**src/hdl/ccc_pkg.sv**
```systemverilog
// Package for the channel configuration and calibration register bank.
// Assumes a 32-bit APB slave with word-aligned registers at four times their index.
package ccc_pkg;
   // Register indices; the byte address is four times the index.
   localparam logic [7:0] CCC_IDX_GLOBAL_DC = 8'h08;
   localparam logic [7:0] CCC_IDX_CHAN0_CONFIG = 8'h09;
   localparam logic [7:0] CCC_IDX_CH0_OFS_HI = 8'h0A;
   localparam logic [7:0] CCC_IDX_CH0_OFS_LO = 8'h0B;
   localparam logic [7:0] CCC_IDX_CH0_GAIN_HI = 8'h0C;
   localparam logic [7:0] CCC_IDX_CH0_GAIN_LO = 8'h0D;
   localparam logic [7:0] CCC_IDX_CHAN1_CONFIG = 8'h0E;
   localparam logic [7:0] CCC_IDX_CH1_OFS_HI = 8'h0F;
   // Reset values.
   localparam logic [15:0] CCC_RST_CFG = 16'h0000;
   localparam logic [15:0] CCC_RST_OFS = 16'h0000;
   localparam logic [15:0] CCC_RST_GAIN_HI = 16'h8000;
   localparam logic [15:0] CCC_RST_GAIN_LO = 16'h0000;
   localparam logic [3:0] CCC_RST_GLOBAL_DC = 4'h0;
   // Writable bit masks of each register layout.
   localparam logic [15:0] CCC_MASK_CFG = 16'hFFC7;
   localparam logic [15:0] CCC_MASK_FULL = 16'hFFFF;
   localparam logic [15:0] CCC_MASK_LOWBYTE_RSVD = 16'hFF00;
   localparam logic [15:0] CCC_MASK_GLOBAL_DC = 16'h000F;
   // Field positions in a channel configuration word.
   localparam int CCC_PHASE_MSB = 15;
   localparam int CCC_PHASE_LSB = 6;
   localparam int CCC_DCOFF_BIT = 2;
   localparam int CCC_SEL_MSB = 1;
   // Input selection codes.
   typedef enum logic [1:0] {
      CCC_SEL_PINS = 2'b00,
      CCC_SEL_SHORT = 2'b01,
      CCC_SEL_POS_TEST = 2'b10,
      CCC_SEL_NEG_TEST = 2'b11
   } ccc_sel_t;
endpackage

```
**src/hdl/ccc_regs.sv**
```systemverilog
// APB register bank with channel configuration and calibration words.
// Assumes an APB master on pclk; the converter datapath reads the
// decoded field outputs, all driven straight from flip-flops.
//
// Register access over APB was chosen for this implementation.
`timescale 1ns/1ps

// Summary of operation
// - Config bits 15:6 hold a signed phase delay, reset zero.
// - Config bit 2 set disables DC filtering for that channel only.
// - Config bits 1:0 pick pins, shorted, positive or negative test.
// - Upper offset register gives offset bits 23:8, two's complement.
// - Lower offset bits 15:8 give offset bits 7:0; low byte zero.
// - Gain is unsigned 24-bit, upper register gives bits 23:8.
// - Lower gain bits 15:8 give gain bits 7:0; low byte zero.
// - Upper gain resets to 8000h, lower to 0000h, gain one.
// - Channel 0 offset registers reset to zero, at indices 0Ah and 0Bh.
// - Channel 1 config at 0Eh, upper offset at 0Fh, same layout.
// - Channel 0 lower gain register at index 0Dh, reset zero.
// - Shared register holds the 4-bit global DC filter setting.
module ccc_regs
   import ccc_pkg::*;
(
   input wire logic pclk,
   input wire logic presetn,
   input wire logic psel,
   input wire logic penable,
   input wire logic pwrite,
   input wire logic [11:0] paddr,
   input wire logic [31:0] pwdata,
   input wire logic [3:0] pstrb,
   output logic [31:0] prdata,
   output logic pready,
   output logic pslverr,
   output logic [9:0] chan0_phase_delay,
   output logic chan0_dc_filter_off,
   output ccc_pkg::ccc_sel_t chan0_input_select,
   output logic [23:0] chan0_offset,
   output logic [23:0] chan0_gain,
   output logic [9:0] chan1_phase_delay,
   output logic chan1_dc_filter_off,
   output ccc_pkg::ccc_sel_t chan1_input_select,
   output logic [15:0] chan1_offset_upper,
   output logic [3:0] global_dc_filter_setting
);
   import ccc_pkg::*;

   localparam int NREG = 8;

   logic setup;
   logic [7:0] word_idx;
   logic aligned;
   logic hit;
   logic [NREG-1:0] sel_vec;
   logic [NREG-1:0] wr_vec;
   logic [15:0] wr_word;
   logic [15:0] rd_vals [NREG];
   logic [15:0] rd_mux;
   logic [31:0] prdata_reg;
   logic [31:0] prdata_next;
   logic pready_reg;
   logic pready_next;
   logic pslverr_reg;
   logic pslverr_next;
   logic [15:0] chan0_config;
   logic [15:0] ch0_ofs_hi;
   logic [15:0] ch0_ofs_lo;
   logic [15:0] ch0_gain_hi;
   logic [15:0] ch0_gain_lo;
   logic [15:0] chan1_config;
   logic [15:0] ch1_ofs_hi;
   logic [15:0] glob;
   logic [9:0] ch0_phase_reg;
   logic ch0_dcoff_reg;
   ccc_sel_t ch0_sel_reg;
   logic [23:0] ch0_ofs_reg;
   logic [23:0] ch0_gain_reg;
   logic [9:0] ch1_phase_reg;
   logic ch1_dcoff_reg;
   ccc_sel_t ch1_sel_reg;
   logic [15:0] ch1_ofs_reg;
   logic [3:0] glob_reg;

   // Decode happens in the setup cycle; the answer comes one cycle later,
   // so every access has exactly one wait-free access phase.
   always_comb begin
      setup = psel & ~penable;
      word_idx = paddr[9:2];
      aligned = (paddr[1:0] == 2'b00) & (paddr[11:10] == 2'b00);
      sel_vec = '0;
      if (aligned) begin
         unique case (word_idx)
            CCC_IDX_GLOBAL_DC: sel_vec[0] = 1'b1;
            CCC_IDX_CHAN0_CONFIG: sel_vec[1] = 1'b1;
            CCC_IDX_CH0_OFS_HI: sel_vec[2] = 1'b1;
            CCC_IDX_CH0_OFS_LO: sel_vec[3] = 1'b1;
            CCC_IDX_CH0_GAIN_HI: sel_vec[4] = 1'b1;
            CCC_IDX_CH0_GAIN_LO: sel_vec[5] = 1'b1;
            CCC_IDX_CHAN1_CONFIG: sel_vec[6] = 1'b1;
            CCC_IDX_CH1_OFS_HI: sel_vec[7] = 1'b1;
            default: sel_vec = '0;
         endcase
      end
      hit = |sel_vec;
   end

   // Writes land at the completing edge; a cleared byte strobe keeps that byte.
   always_comb begin
      wr_vec = (psel & penable & pwrite) ? sel_vec : '0;
      rd_mux = '0;
      for (int i = 0; i < NREG; i++) begin
         if (sel_vec[i]) begin
            rd_mux = rd_vals[i];
         end
      end
      wr_word[7:0] = pstrb[0] ? pwdata[7:0] : rd_mux[7:0];
      wr_word[15:8] = pstrb[1] ? pwdata[15:8] : rd_mux[15:8];
   end

   // Register storage; reset values and writable masks set each layout.
   // shared filter setting
   ccc_reg16 #(.RESET_VALUE({12'h000, CCC_RST_GLOBAL_DC}), .WRITE_MASK(CCC_MASK_GLOBAL_DC))
      u_glob (.pclk(pclk), .presetn(presetn), .wr_en(wr_vec[0]), .wr_data(wr_word),
              .value(glob));
   ccc_reg16 #(.RESET_VALUE(CCC_RST_CFG), .WRITE_MASK(CCC_MASK_CFG))
      u_chan0_config (.pclk(pclk), .presetn(presetn), .wr_en(wr_vec[1]), .wr_data(wr_word),
                 .value(chan0_config));
   ccc_reg16 #(.RESET_VALUE(CCC_RST_OFS), .WRITE_MASK(CCC_MASK_FULL))
      u_ch0_ofs_hi (.pclk(pclk), .presetn(presetn), .wr_en(wr_vec[2]), .wr_data(wr_word),
                    .value(ch0_ofs_hi));
   ccc_reg16 #(.RESET_VALUE(CCC_RST_OFS), .WRITE_MASK(CCC_MASK_LOWBYTE_RSVD))
      u_ch0_ofs_lo (.pclk(pclk), .presetn(presetn), .wr_en(wr_vec[3]), .wr_data(wr_word),
                    .value(ch0_ofs_lo));
   ccc_reg16 #(.RESET_VALUE(CCC_RST_GAIN_HI), .WRITE_MASK(CCC_MASK_FULL))
      u_ch0_gain_hi (.pclk(pclk), .presetn(presetn), .wr_en(wr_vec[4]), .wr_data(wr_word),
                     .value(ch0_gain_hi));
   ccc_reg16 #(.RESET_VALUE(CCC_RST_GAIN_LO), .WRITE_MASK(CCC_MASK_LOWBYTE_RSVD))
      u_ch0_gain_lo (.pclk(pclk), .presetn(presetn), .wr_en(wr_vec[5]), .wr_data(wr_word),
                     .value(ch0_gain_lo));
   ccc_reg16 #(.RESET_VALUE(CCC_RST_CFG), .WRITE_MASK(CCC_MASK_CFG))
      u_chan1_config (.pclk(pclk), .presetn(presetn), .wr_en(wr_vec[6]), .wr_data(wr_word),
                 .value(chan1_config));
   ccc_reg16 #(.RESET_VALUE(CCC_RST_OFS), .WRITE_MASK(CCC_MASK_FULL))
      u_ch1_ofs_hi (.pclk(pclk), .presetn(presetn), .wr_en(wr_vec[7]), .wr_data(wr_word),
                    .value(ch1_ofs_hi));

   // Read values in decode order.
   always_comb begin
      rd_vals[0] = glob;
      rd_vals[1] = chan0_config;
      rd_vals[2] = ch0_ofs_hi;
      rd_vals[3] = ch0_ofs_lo;
      rd_vals[4] = ch0_gain_hi;
      rd_vals[5] = ch0_gain_lo;
      rd_vals[6] = chan1_config;
      rd_vals[7] = ch1_ofs_hi;
   end

   // Bus answer: pready rises in the access phase after a setup cycle.
   // reserved bits read zero
   always_comb begin
      pready_next = 1'b0;
      pslverr_next = 1'b0;
      prdata_next = '0;
      if (setup) begin
         pready_next = 1'b1;
         pslverr_next = ~hit;
         if (!pwrite && hit) begin
            prdata_next = {16'h0000, rd_mux};
         end
      end
   end

   always_ff @(posedge pclk or negedge presetn) begin
      if (!presetn) begin
         pready_reg <= 1'b0;
         pslverr_reg <= 1'b0;
         prdata_reg <= 32'h0000_0000;
      end else begin
         pready_reg <= pready_next;
         pslverr_reg <= pslverr_next;
         prdata_reg <= prdata_next;
      end
   end

   // Field outputs are re-registered so the converter sees flop outputs.
   // per-channel filter disable
   always_ff @(posedge pclk or negedge presetn) begin
      if (!presetn) begin
         ch0_phase_reg <= 10'h000;
         ch0_dcoff_reg <= 1'b0;
         ch0_sel_reg <= CCC_SEL_PINS;
         ch0_ofs_reg <= 24'h000000;
         ch0_gain_reg <= {CCC_RST_GAIN_HI, 8'h00};
         ch1_phase_reg <= 10'h000;
         ch1_dcoff_reg <= 1'b0;
         ch1_sel_reg <= CCC_SEL_PINS;
         ch1_ofs_reg <= 16'h0000;
         glob_reg <= CCC_RST_GLOBAL_DC;
      end else begin
         ch0_phase_reg <= chan0_config[CCC_PHASE_MSB:CCC_PHASE_LSB];
         ch0_dcoff_reg <= chan0_config[CCC_DCOFF_BIT];
         ch0_sel_reg <= ccc_sel_t'(chan0_config[CCC_SEL_MSB:0]);
         ch0_ofs_reg <= {ch0_ofs_hi, ch0_ofs_lo[15:8]};
         ch0_gain_reg <= {ch0_gain_hi, ch0_gain_lo[15:8]};
         ch1_phase_reg <= chan1_config[CCC_PHASE_MSB:CCC_PHASE_LSB];
         ch1_dcoff_reg <= chan1_config[CCC_DCOFF_BIT];
         ch1_sel_reg <= ccc_sel_t'(chan1_config[CCC_SEL_MSB:0]);
         ch1_ofs_reg <= ch1_ofs_hi;
         glob_reg <= glob[3:0];
      end
   end

   assign prdata = prdata_reg;
   assign pready = pready_reg;
   assign pslverr = pslverr_reg;
   assign chan0_phase_delay = ch0_phase_reg;
   assign chan0_dc_filter_off = ch0_dcoff_reg;
   assign chan0_input_select = ch0_sel_reg;
   assign chan0_offset = ch0_ofs_reg;
   assign chan0_gain = ch0_gain_reg;
   assign chan1_phase_delay = ch1_phase_reg;
   assign chan1_dc_filter_off = ch1_dcoff_reg;
   assign chan1_input_select = ch1_sel_reg;
   assign chan1_offset_upper = ch1_ofs_reg;
   assign global_dc_filter_setting = glob_reg;
endmodule

```
**src/hdl/ccc_reg16.sv**
```systemverilog
// One 16-bit software register with a writable-bit mask.
// Assumes the caller gives a one-cycle write strobe in the pclk domain.
`timescale 1ns/1ps
module ccc_reg16 #(
   parameter logic [15:0] RESET_VALUE = 16'h0000,
   parameter logic [15:0] WRITE_MASK = 16'hFFFF
) (
   input wire logic pclk,
   input wire logic presetn,
   input wire logic wr_en,
   input wire logic [15:0] wr_data,
   output logic [15:0] value
);
   logic [15:0] value_reg;
   logic [15:0] value_next;

   // Masked bits never take write data, so reserved bits stay at zero.
   always_comb begin
      value_next = value_reg;
      if (wr_en) begin
         value_next = (wr_data & WRITE_MASK) | (value_reg & ~WRITE_MASK);
      end
   end

   // Register stage.
   always_ff @(posedge pclk or negedge presetn) begin
      if (!presetn) begin
         value_reg <= RESET_VALUE & WRITE_MASK;
      end else begin
         value_reg <= value_next;
      end
   end

   assign value = value_reg;
endmodule

```
**config.mk**
```make
export PLATFORM = sky130hd
export DESIGN_NAME = ccc_regs
export DESIGN_NICKNAME = d
export VERILOG_FILES = /design/src/hdl/ccc_pkg.sv /design/src/hdl/ccc_regs.sv /design/src/hdl/ccc_reg16.sv
export SDC_FILE = /design/constraint.sdc
export NUM_CORES = 1
export LEC_CHECK = 0
export ABC_AREA = 1
export BUFFER_PORTS_ARGS = -buffer_cell sky130_fd_sc_hd__buf_2
export CAP_MARGIN = 40
export CORE_MARGIN = 4
export CORE_UTILIZATION = 35
export CTS_BUF_LIST = sky130_fd_sc_hd__clkbuf_4
export DETAILED_ROUTE_END_ITERATION = 10
export GPL_TIMING_DRIVEN = 0
export PLACE_DENSITY = 0.64
export SETUP_SLACK_MARGIN = 0.05
export SLEW_MARGIN = 20
export SYNTH_ARGS = -nofsm -noshare
export SYNTH_HDL_FRONTEND = slang
export SYNTH_SLANG_ARGS = --single-unit
```
**constraint.sdc**
```tcl
create_clock -name pclk -period 1.6 [get_ports pclk]
set_input_delay 0.16 -clock pclk [delete_from_list [all_inputs] [get_ports pclk]]
set_output_delay 0.16 -clock pclk [all_outputs]
set_load 0.005 [all_outputs]
```
==> Word-level counts from Yosys, hierarchy flattened <==
Cells that the tools add are included.
{ "classes": {"n_eq_ne": 8, "n_mux": 24, "bitwise_logic": 11, "reduce_logical": 5} }
{ "ops": {"columns": ["op", "n"], "rows": [
  ["$mux 16", 10],
  ["$eq 8x4->1 const B", 8],
  ["$mux 8", 4],
  ["$or 16x6->16", 2],
  ["$or 16x8->16", 2],
  ["$or 4x16->16", 1],
  ["$mux 1", 10],
  ["$reduce_or 8->1", 1],
  ["$and 1x1->1", 4],
  ["$logic_not 2->1", 2],
  ["$not 1->1", 2],
  ["$logic_and 1x1->1", 1],
  ["$logic_not 1->1", 1]
]} }
{ "word_totals": {"register_bits": 256, "inputBits": 53, "out_inout_bits": 128, "word_cells": 69} }

==> Depth between registers and ports, before layout <==
{ "logic_depth": {"word_depth": 13, "mapped_depth": 16, "mapped_depth_nobuf": 15} }

==> Cells and area by module <==
A second synthesis with hierarchy kept.
{ "hier_totals": {"cells_unflattened": 1226, "hier_area_um2": 10047.1} }
{ "by_module_without_submodules": {"columns": ["mod", "instances", "cells_per_inst", "area_each_um2", "seq_area_each_um2"], "rows": [
  ["ccc_regs", 1, 788, 6090.8, 2803.9],
  ["ccc_reg16 (u_ch0_ofs_hi ...)", 2, 68, 644.4, 400.4],
  ["ccc_reg16 (u_chan0_config ...)", 2, 59, 520.5, 325.3],
  ["ccc_reg16 (u_ch0_gain_lo ...)", 2, 43, 369.1, 200.2],
  ["ccc_reg16 (u_ch0_gain_hi)", 1, 68, 645.6, 401.6],
  ["ccc_reg16 (u_glob)", 1, 30, 242.7, 100.1]
]} }

==> Worst setup path before layout <==
OpenSTA, ideal clock, no wires.
{ "synth_path": {"kind": "input to register", "startpoint": "input port paddr[11]", "endpoint": "register u_chan0_config.value_reg[6] (netlist: u_chan0_config.value[6])", "setup_ps": 118, "arrival_ps": 1463, "required_ps": 1482, "setup_slack_ps": 19, "cell_stages": 12, "path_buffers": 1, "cell_sequence": "nor2_1 nand2_2 nor2_8 nand2_4 nor2_2 inv_2 clkbuf_1 or2_2 nand2_1 nand2_2 nand3_1 nand2_1"} }
{ "synth_between": {"elab_chain_cells": 13, "word_cells_on_any_way": 14, "cone_classes": "mux (11); bitwise (2); reduce/logical (1)"} }
{ "synth_lines": {"columns": ["element", "line", "source"], "rows": [
  ["from (decl)", "ccc_regs.sv:29", "input wire logic [11:0] paddr,"],
  ["$logic_not 2->1 *", "ccc_regs.sv:89", "aligned = (paddr[1:0] == 2'b00) & (paddr[11:10] == 2'b00);"],
  ["$and 1x1->1 *", "ccc_regs.sv:89", null],
  ["$mux 8 *", "ccc_regs.sv:91", "if (aligned) begin"],
  ["$mux 16 (8 in a row)", "ccc_regs.sv:112", "if (sel_vec[i]) begin"],
  ["$mux 8", "ccc_regs.sv:116", "wr_word[7:0] = pstrb[0] ? pwdata[7:0] : rd_mux[7:0];"],
  ["$or 16x6->16", "ccc_reg16.sv:21", "value_next = (wr_data & WRITE_MASK) | (value_reg & ~WRITE_MASK);"],
  ["to (signal assigned)", "ccc_reg16.sv:28", "value_reg <= RESET_VALUE & WRITE_MASK;"],
  ["to (signal assigned)", "ccc_reg16.sv:30", "value_reg <= value_next;"],
  ["to (decl)", "ccc_reg16.sv:14", "logic [15:0] value_reg;"]
]} }
Every way passes the cells marked *; elsewhere a longest branch is shown, timed or not.
A chain may end at the register's enable or synchronous reset.

==> Worst setup path after layout <==
{ "layout_path": {"startpoint": "input port psel", "endpoint": "register u_ch0_ofs_hi.value_reg[9] (netlist: u_ch0_ofs_hi.value[9])"} }
{ "layout_between": {"elab_chain_cells": 3} }
{ "layout_lines": {"columns": ["element", "line", "source"], "rows": [
  ["from (decl)", "ccc_regs.sv:26", "input wire logic psel,"],
  ["$and 1x1->1 (2 in a row)", "ccc_regs.sv:109", "wr_vec = (psel & penable & pwrite) ? sel_vec : '0;"],
  ["$mux 8", "ccc_regs.sv:109", null],
  ["to (signal assigned)", "ccc_reg16.sv:28", null],
  ["to (signal assigned)", "ccc_reg16.sv:30", null],
  ["to (decl)", "ccc_reg16.sv:14", null]
]} }
Every way passes these cells.

==> flow_metrics.py <==
metrics = {
    "status": {
        "status": "finished, final reports clean",
    },
    "drt": {
        "via_count": 7019,
        "dr.pass1.iters": 5,
        "wl_met3_um": 1847,
        "topRoutingLayerUsed": "met5",
        "wl_per_cell_um": 16.09,
        "routed_wl_um": 24130,
        "drt_iter0_markers": 553,
        "postRouteAntennaNets": 0,
        "vias_per_cell": 4.682,
        "met1_length_um": 10740,
        "drc": 0,
        "dr_wl_met2_um": 10960,
    },
    "critical_path": {
        "cp_max_fo": 10,
        "critical_path_depth": 8,
        "r2r_cells": 10,
        "crit_family": "simple AND/OR/NAND/NOR gates",
        "crit_slowest_cell": "nand4_1",
        "required_ns": 2.18,
        "cp_num_buf_inv": 4,
        "worstSetupPathType": "in2reg",
        "cp_cell_sequence": "buf_2 -> nand3_1 -> clkinv_1 -> nand4_1 -> inv_1 -> buf_2 -> nand3_1 -> nand2_1",
        "max_stage_delay_ns": 0.48,
        "worstSetupStartpointType": "primary input",
        "cp_data_arrival_time_ns": 2.04,
        "critPathCaptureType": "flop",
    },
    "synth": {
        "synth_area_um2": 8361,
        "seq_area_frac_synth_pct": 61.69,
        "synth-edff-count": 0,
        "synth_top_flop_cell": "dfrtp_1",
        "synth_cells": 914,
        "yosys_warnings": 0,
        "yosysUniqueCellTypes": 32,
        "async_reset_ff_share_pct": 100.0,
        "avgSynthCellArea_um2": 9.147,
        "ys_ff_latch": 206,
    },
    "placement": {
        "numPortBuffers": 145,
        "placed_area_um2": 9639,
        "dp_cells": 1395,
        "dp_hpwl_um": 17690,
        "gp_congestion": 0.9326,
        "dp_slack_ns": -0.6317,
    },
    "floorplan": {
        "fp.dieH_um": 162.6,
        "num_io_pins": 181,
        "die_x_um": 162.6,
        "placement_rows": 56,
        "initial_utilization_pct": 35.62,
        "dieArea_um2": 26420,
        "core_area_um2": 23470,
    },
    "clocking": {
        "clk_pin_slew_ns": 0.07,
        "htree_levels": 2,
        "insertion_delay_ns": 0.66,
        "cts_tree": "yes",
        "clockBufferDepth": 3,
        "cts_buffers": 50,
        "clkSinkCount": 206,
        "clockRootBuffer": "clkbuf_4",
    },
    "grt": {
        "grt_antenna_before_repair": 3,
        "grt_pass1_wl_um": 38330,
        "first_global_vias": 6950,
        "grt_overflow": 0,
        "track_usage_pct": 18.39,
        "grt_max_degree": 101,
    },
    "sta": {
        "relSlewSlack_pct": 61.44,
        "post-route-period-util_pct": 90.99,
        "final.setup_skew_ns": 0.02109,
        "min_period_ns": 1.456,
        "finalWorstSetupSlack_ns": 0.1442,
        "slew_viol_final": 0,
        "setup_viol": 0,
        "worst_pin_slew_ns": 0.5784,
        "finalHoldViolations": 0,
        "max_freq_ghz": 0.6869,
        "rsz0062_at_grt": "yes",
    },
    "pwr": {
        "vdd_drop_max_mv": 0.4265,
        "p_leak_nw": 6.037,
        "power_density_nw_per_um2": 971.8,
    },
    "worst_hold_path": {
        "hold_path_depth": 4,
        "min_path_type": "in2reg",
    },
    "flow_run": {
        "cap_violations": 0,
    },
    "layout": {
        "final_util_pct": 44.65,
        "nets": 1194,
        "drive_above_1_share_pct": 27.76,
        "area_growth_pct": 25.37,
        "fin_area_um2": 10480,
        "final-instance-count-excl-fill": 1499,
    },
}
[tightest hold or removal path, cell delays in order]
cell	delay [ns]
buf_2	0.07
or2_1	0.28
nand3_1	0.12
nand2_1	0.06
[cell type report]
class | count | area, um^2
Tap cell | 319 | 399.1
Fill cell | 2307 | 12990
Multi-Input combinational cell | 618 | 2830
Inverter | 51 | 191.4
Clock inverter | 15 | 112.6
Antenna cell | 2 | 5.005
Clock buffer | 74 | 555.5
Sequential cell | 206 | 5157
Buffer | 54 | 316.6
Timing Repair Buffer | 160 | 913.4
[report_power, final]
group	switching [mW]	internal, mW	total, mW
combinational	0.307	0.139	0.446
sequential	0.00371	5.21	5.22
clock	2.08	2.44	4.52
total	2.40	7.79	10.2
[cells in the final DEF, fill, tap and decap left out, types with 13 or more instances in the layout]
cell and count:
nand2_2 19, o21ai_0 21, clkinv_1 13, inv_1 43, nand2_1 319, conb_1 16, dfrtp_1 204, or2_2 17
buf_2 155, a21oi_1 15, nand3_1 133, nor2_1 31, buf_4 25, clkbuf_4 75
[timing repair]
action | CTS | global route
setup endpoints to repair | 0 | 84
endpoints found under the hold margin | 225 | 0
gates resized for setup | 0 | 17
hold buffers | 10 | 0
setup buffers | 0 | 3
[layer usage]
| layer | vias to the layer above | GRT usage, % |
|---|---|---|
| met3 | 43 | 3.670 |
| met1 | 3284 | 26.39 |
| met2 | 309 | 28.00 |
| met4 | 2 | 6.405 |
| met5 | - | 0 |
| li1 | 3381 | - |
[cells by family (layout without fill, tap and decap cells)]
group / Yosys count / count (layout) / share of synthesized area [%]
buf+inv: 105 / 354 / 5.792
compound gates: 50 / 50 / 3.472
flops: 206 / 206 / 61.69
simple gates: 552 / 552 / 29.00
other cells: 1 / 18 / 0.04485
[Yosys cell counts (2+ instances only)]
cell type  count  share of area, %
a31oi_1        3              0.22
a21oi_1       15              0.90
or2_1          6              0.45
clkinv_1       3              0.13
or2_0          3              0.22
clkbuf_1      16              0.72
or2_2         17               1.3
o211ai_1       3              0.27
o2111ai_1      6              0.63
inv_1         44               2.0
buf_2         15              0.90
o21ai_0       21               1.3
nor2_1        35               1.6
dfstp_2        2              0.63
dfrtp_1      204                61
nand4_1        6              0.45
nand3_1      133               8.0
nor3_1         3              0.18
inv_2          4              0.18
buf_4         19               1.7
nor2_4         2              0.27
nor2_2         3              0.22
nand2_1      323                15
nand2_2       17               1.3
buf_1          4              0.18
[worst paths after layout]
kind | start | to | slack (ns)
setup / recovery | psel | u_ch0_ofs_hi.value[9] | 0.14
hold / removal | pwdata[6] | u_ch0_gain_hi.value[6] | 0.07
setup reg to reg | u_ch0_ofs_hi.value[12] | u_chan1_config.value[12] | 0.17
hold reg to reg | u_ch0_gain_hi.value[3] | chan0_gain[11] | 0.39
max in group asynchronous | presetn | chan0_gain[1] | 0.28
min in group asynchronous | presetn | u_ch0_ofs_hi.value[3] | 0.51
[per-stage QoR]
stage	TNS, ns	power (mW)	hold WS, ns
global placement	-670.57	5.710	0.3569
global route	0	10.66	0.04937
detailed placement	-53.89	5.734	0.07060
finish	0	10.19	0.07430
CTS	0	10.30	0.01136
floorplan	0	5.496	-0.1356
No activity file was read; power rests on OpenSTA's default activity.
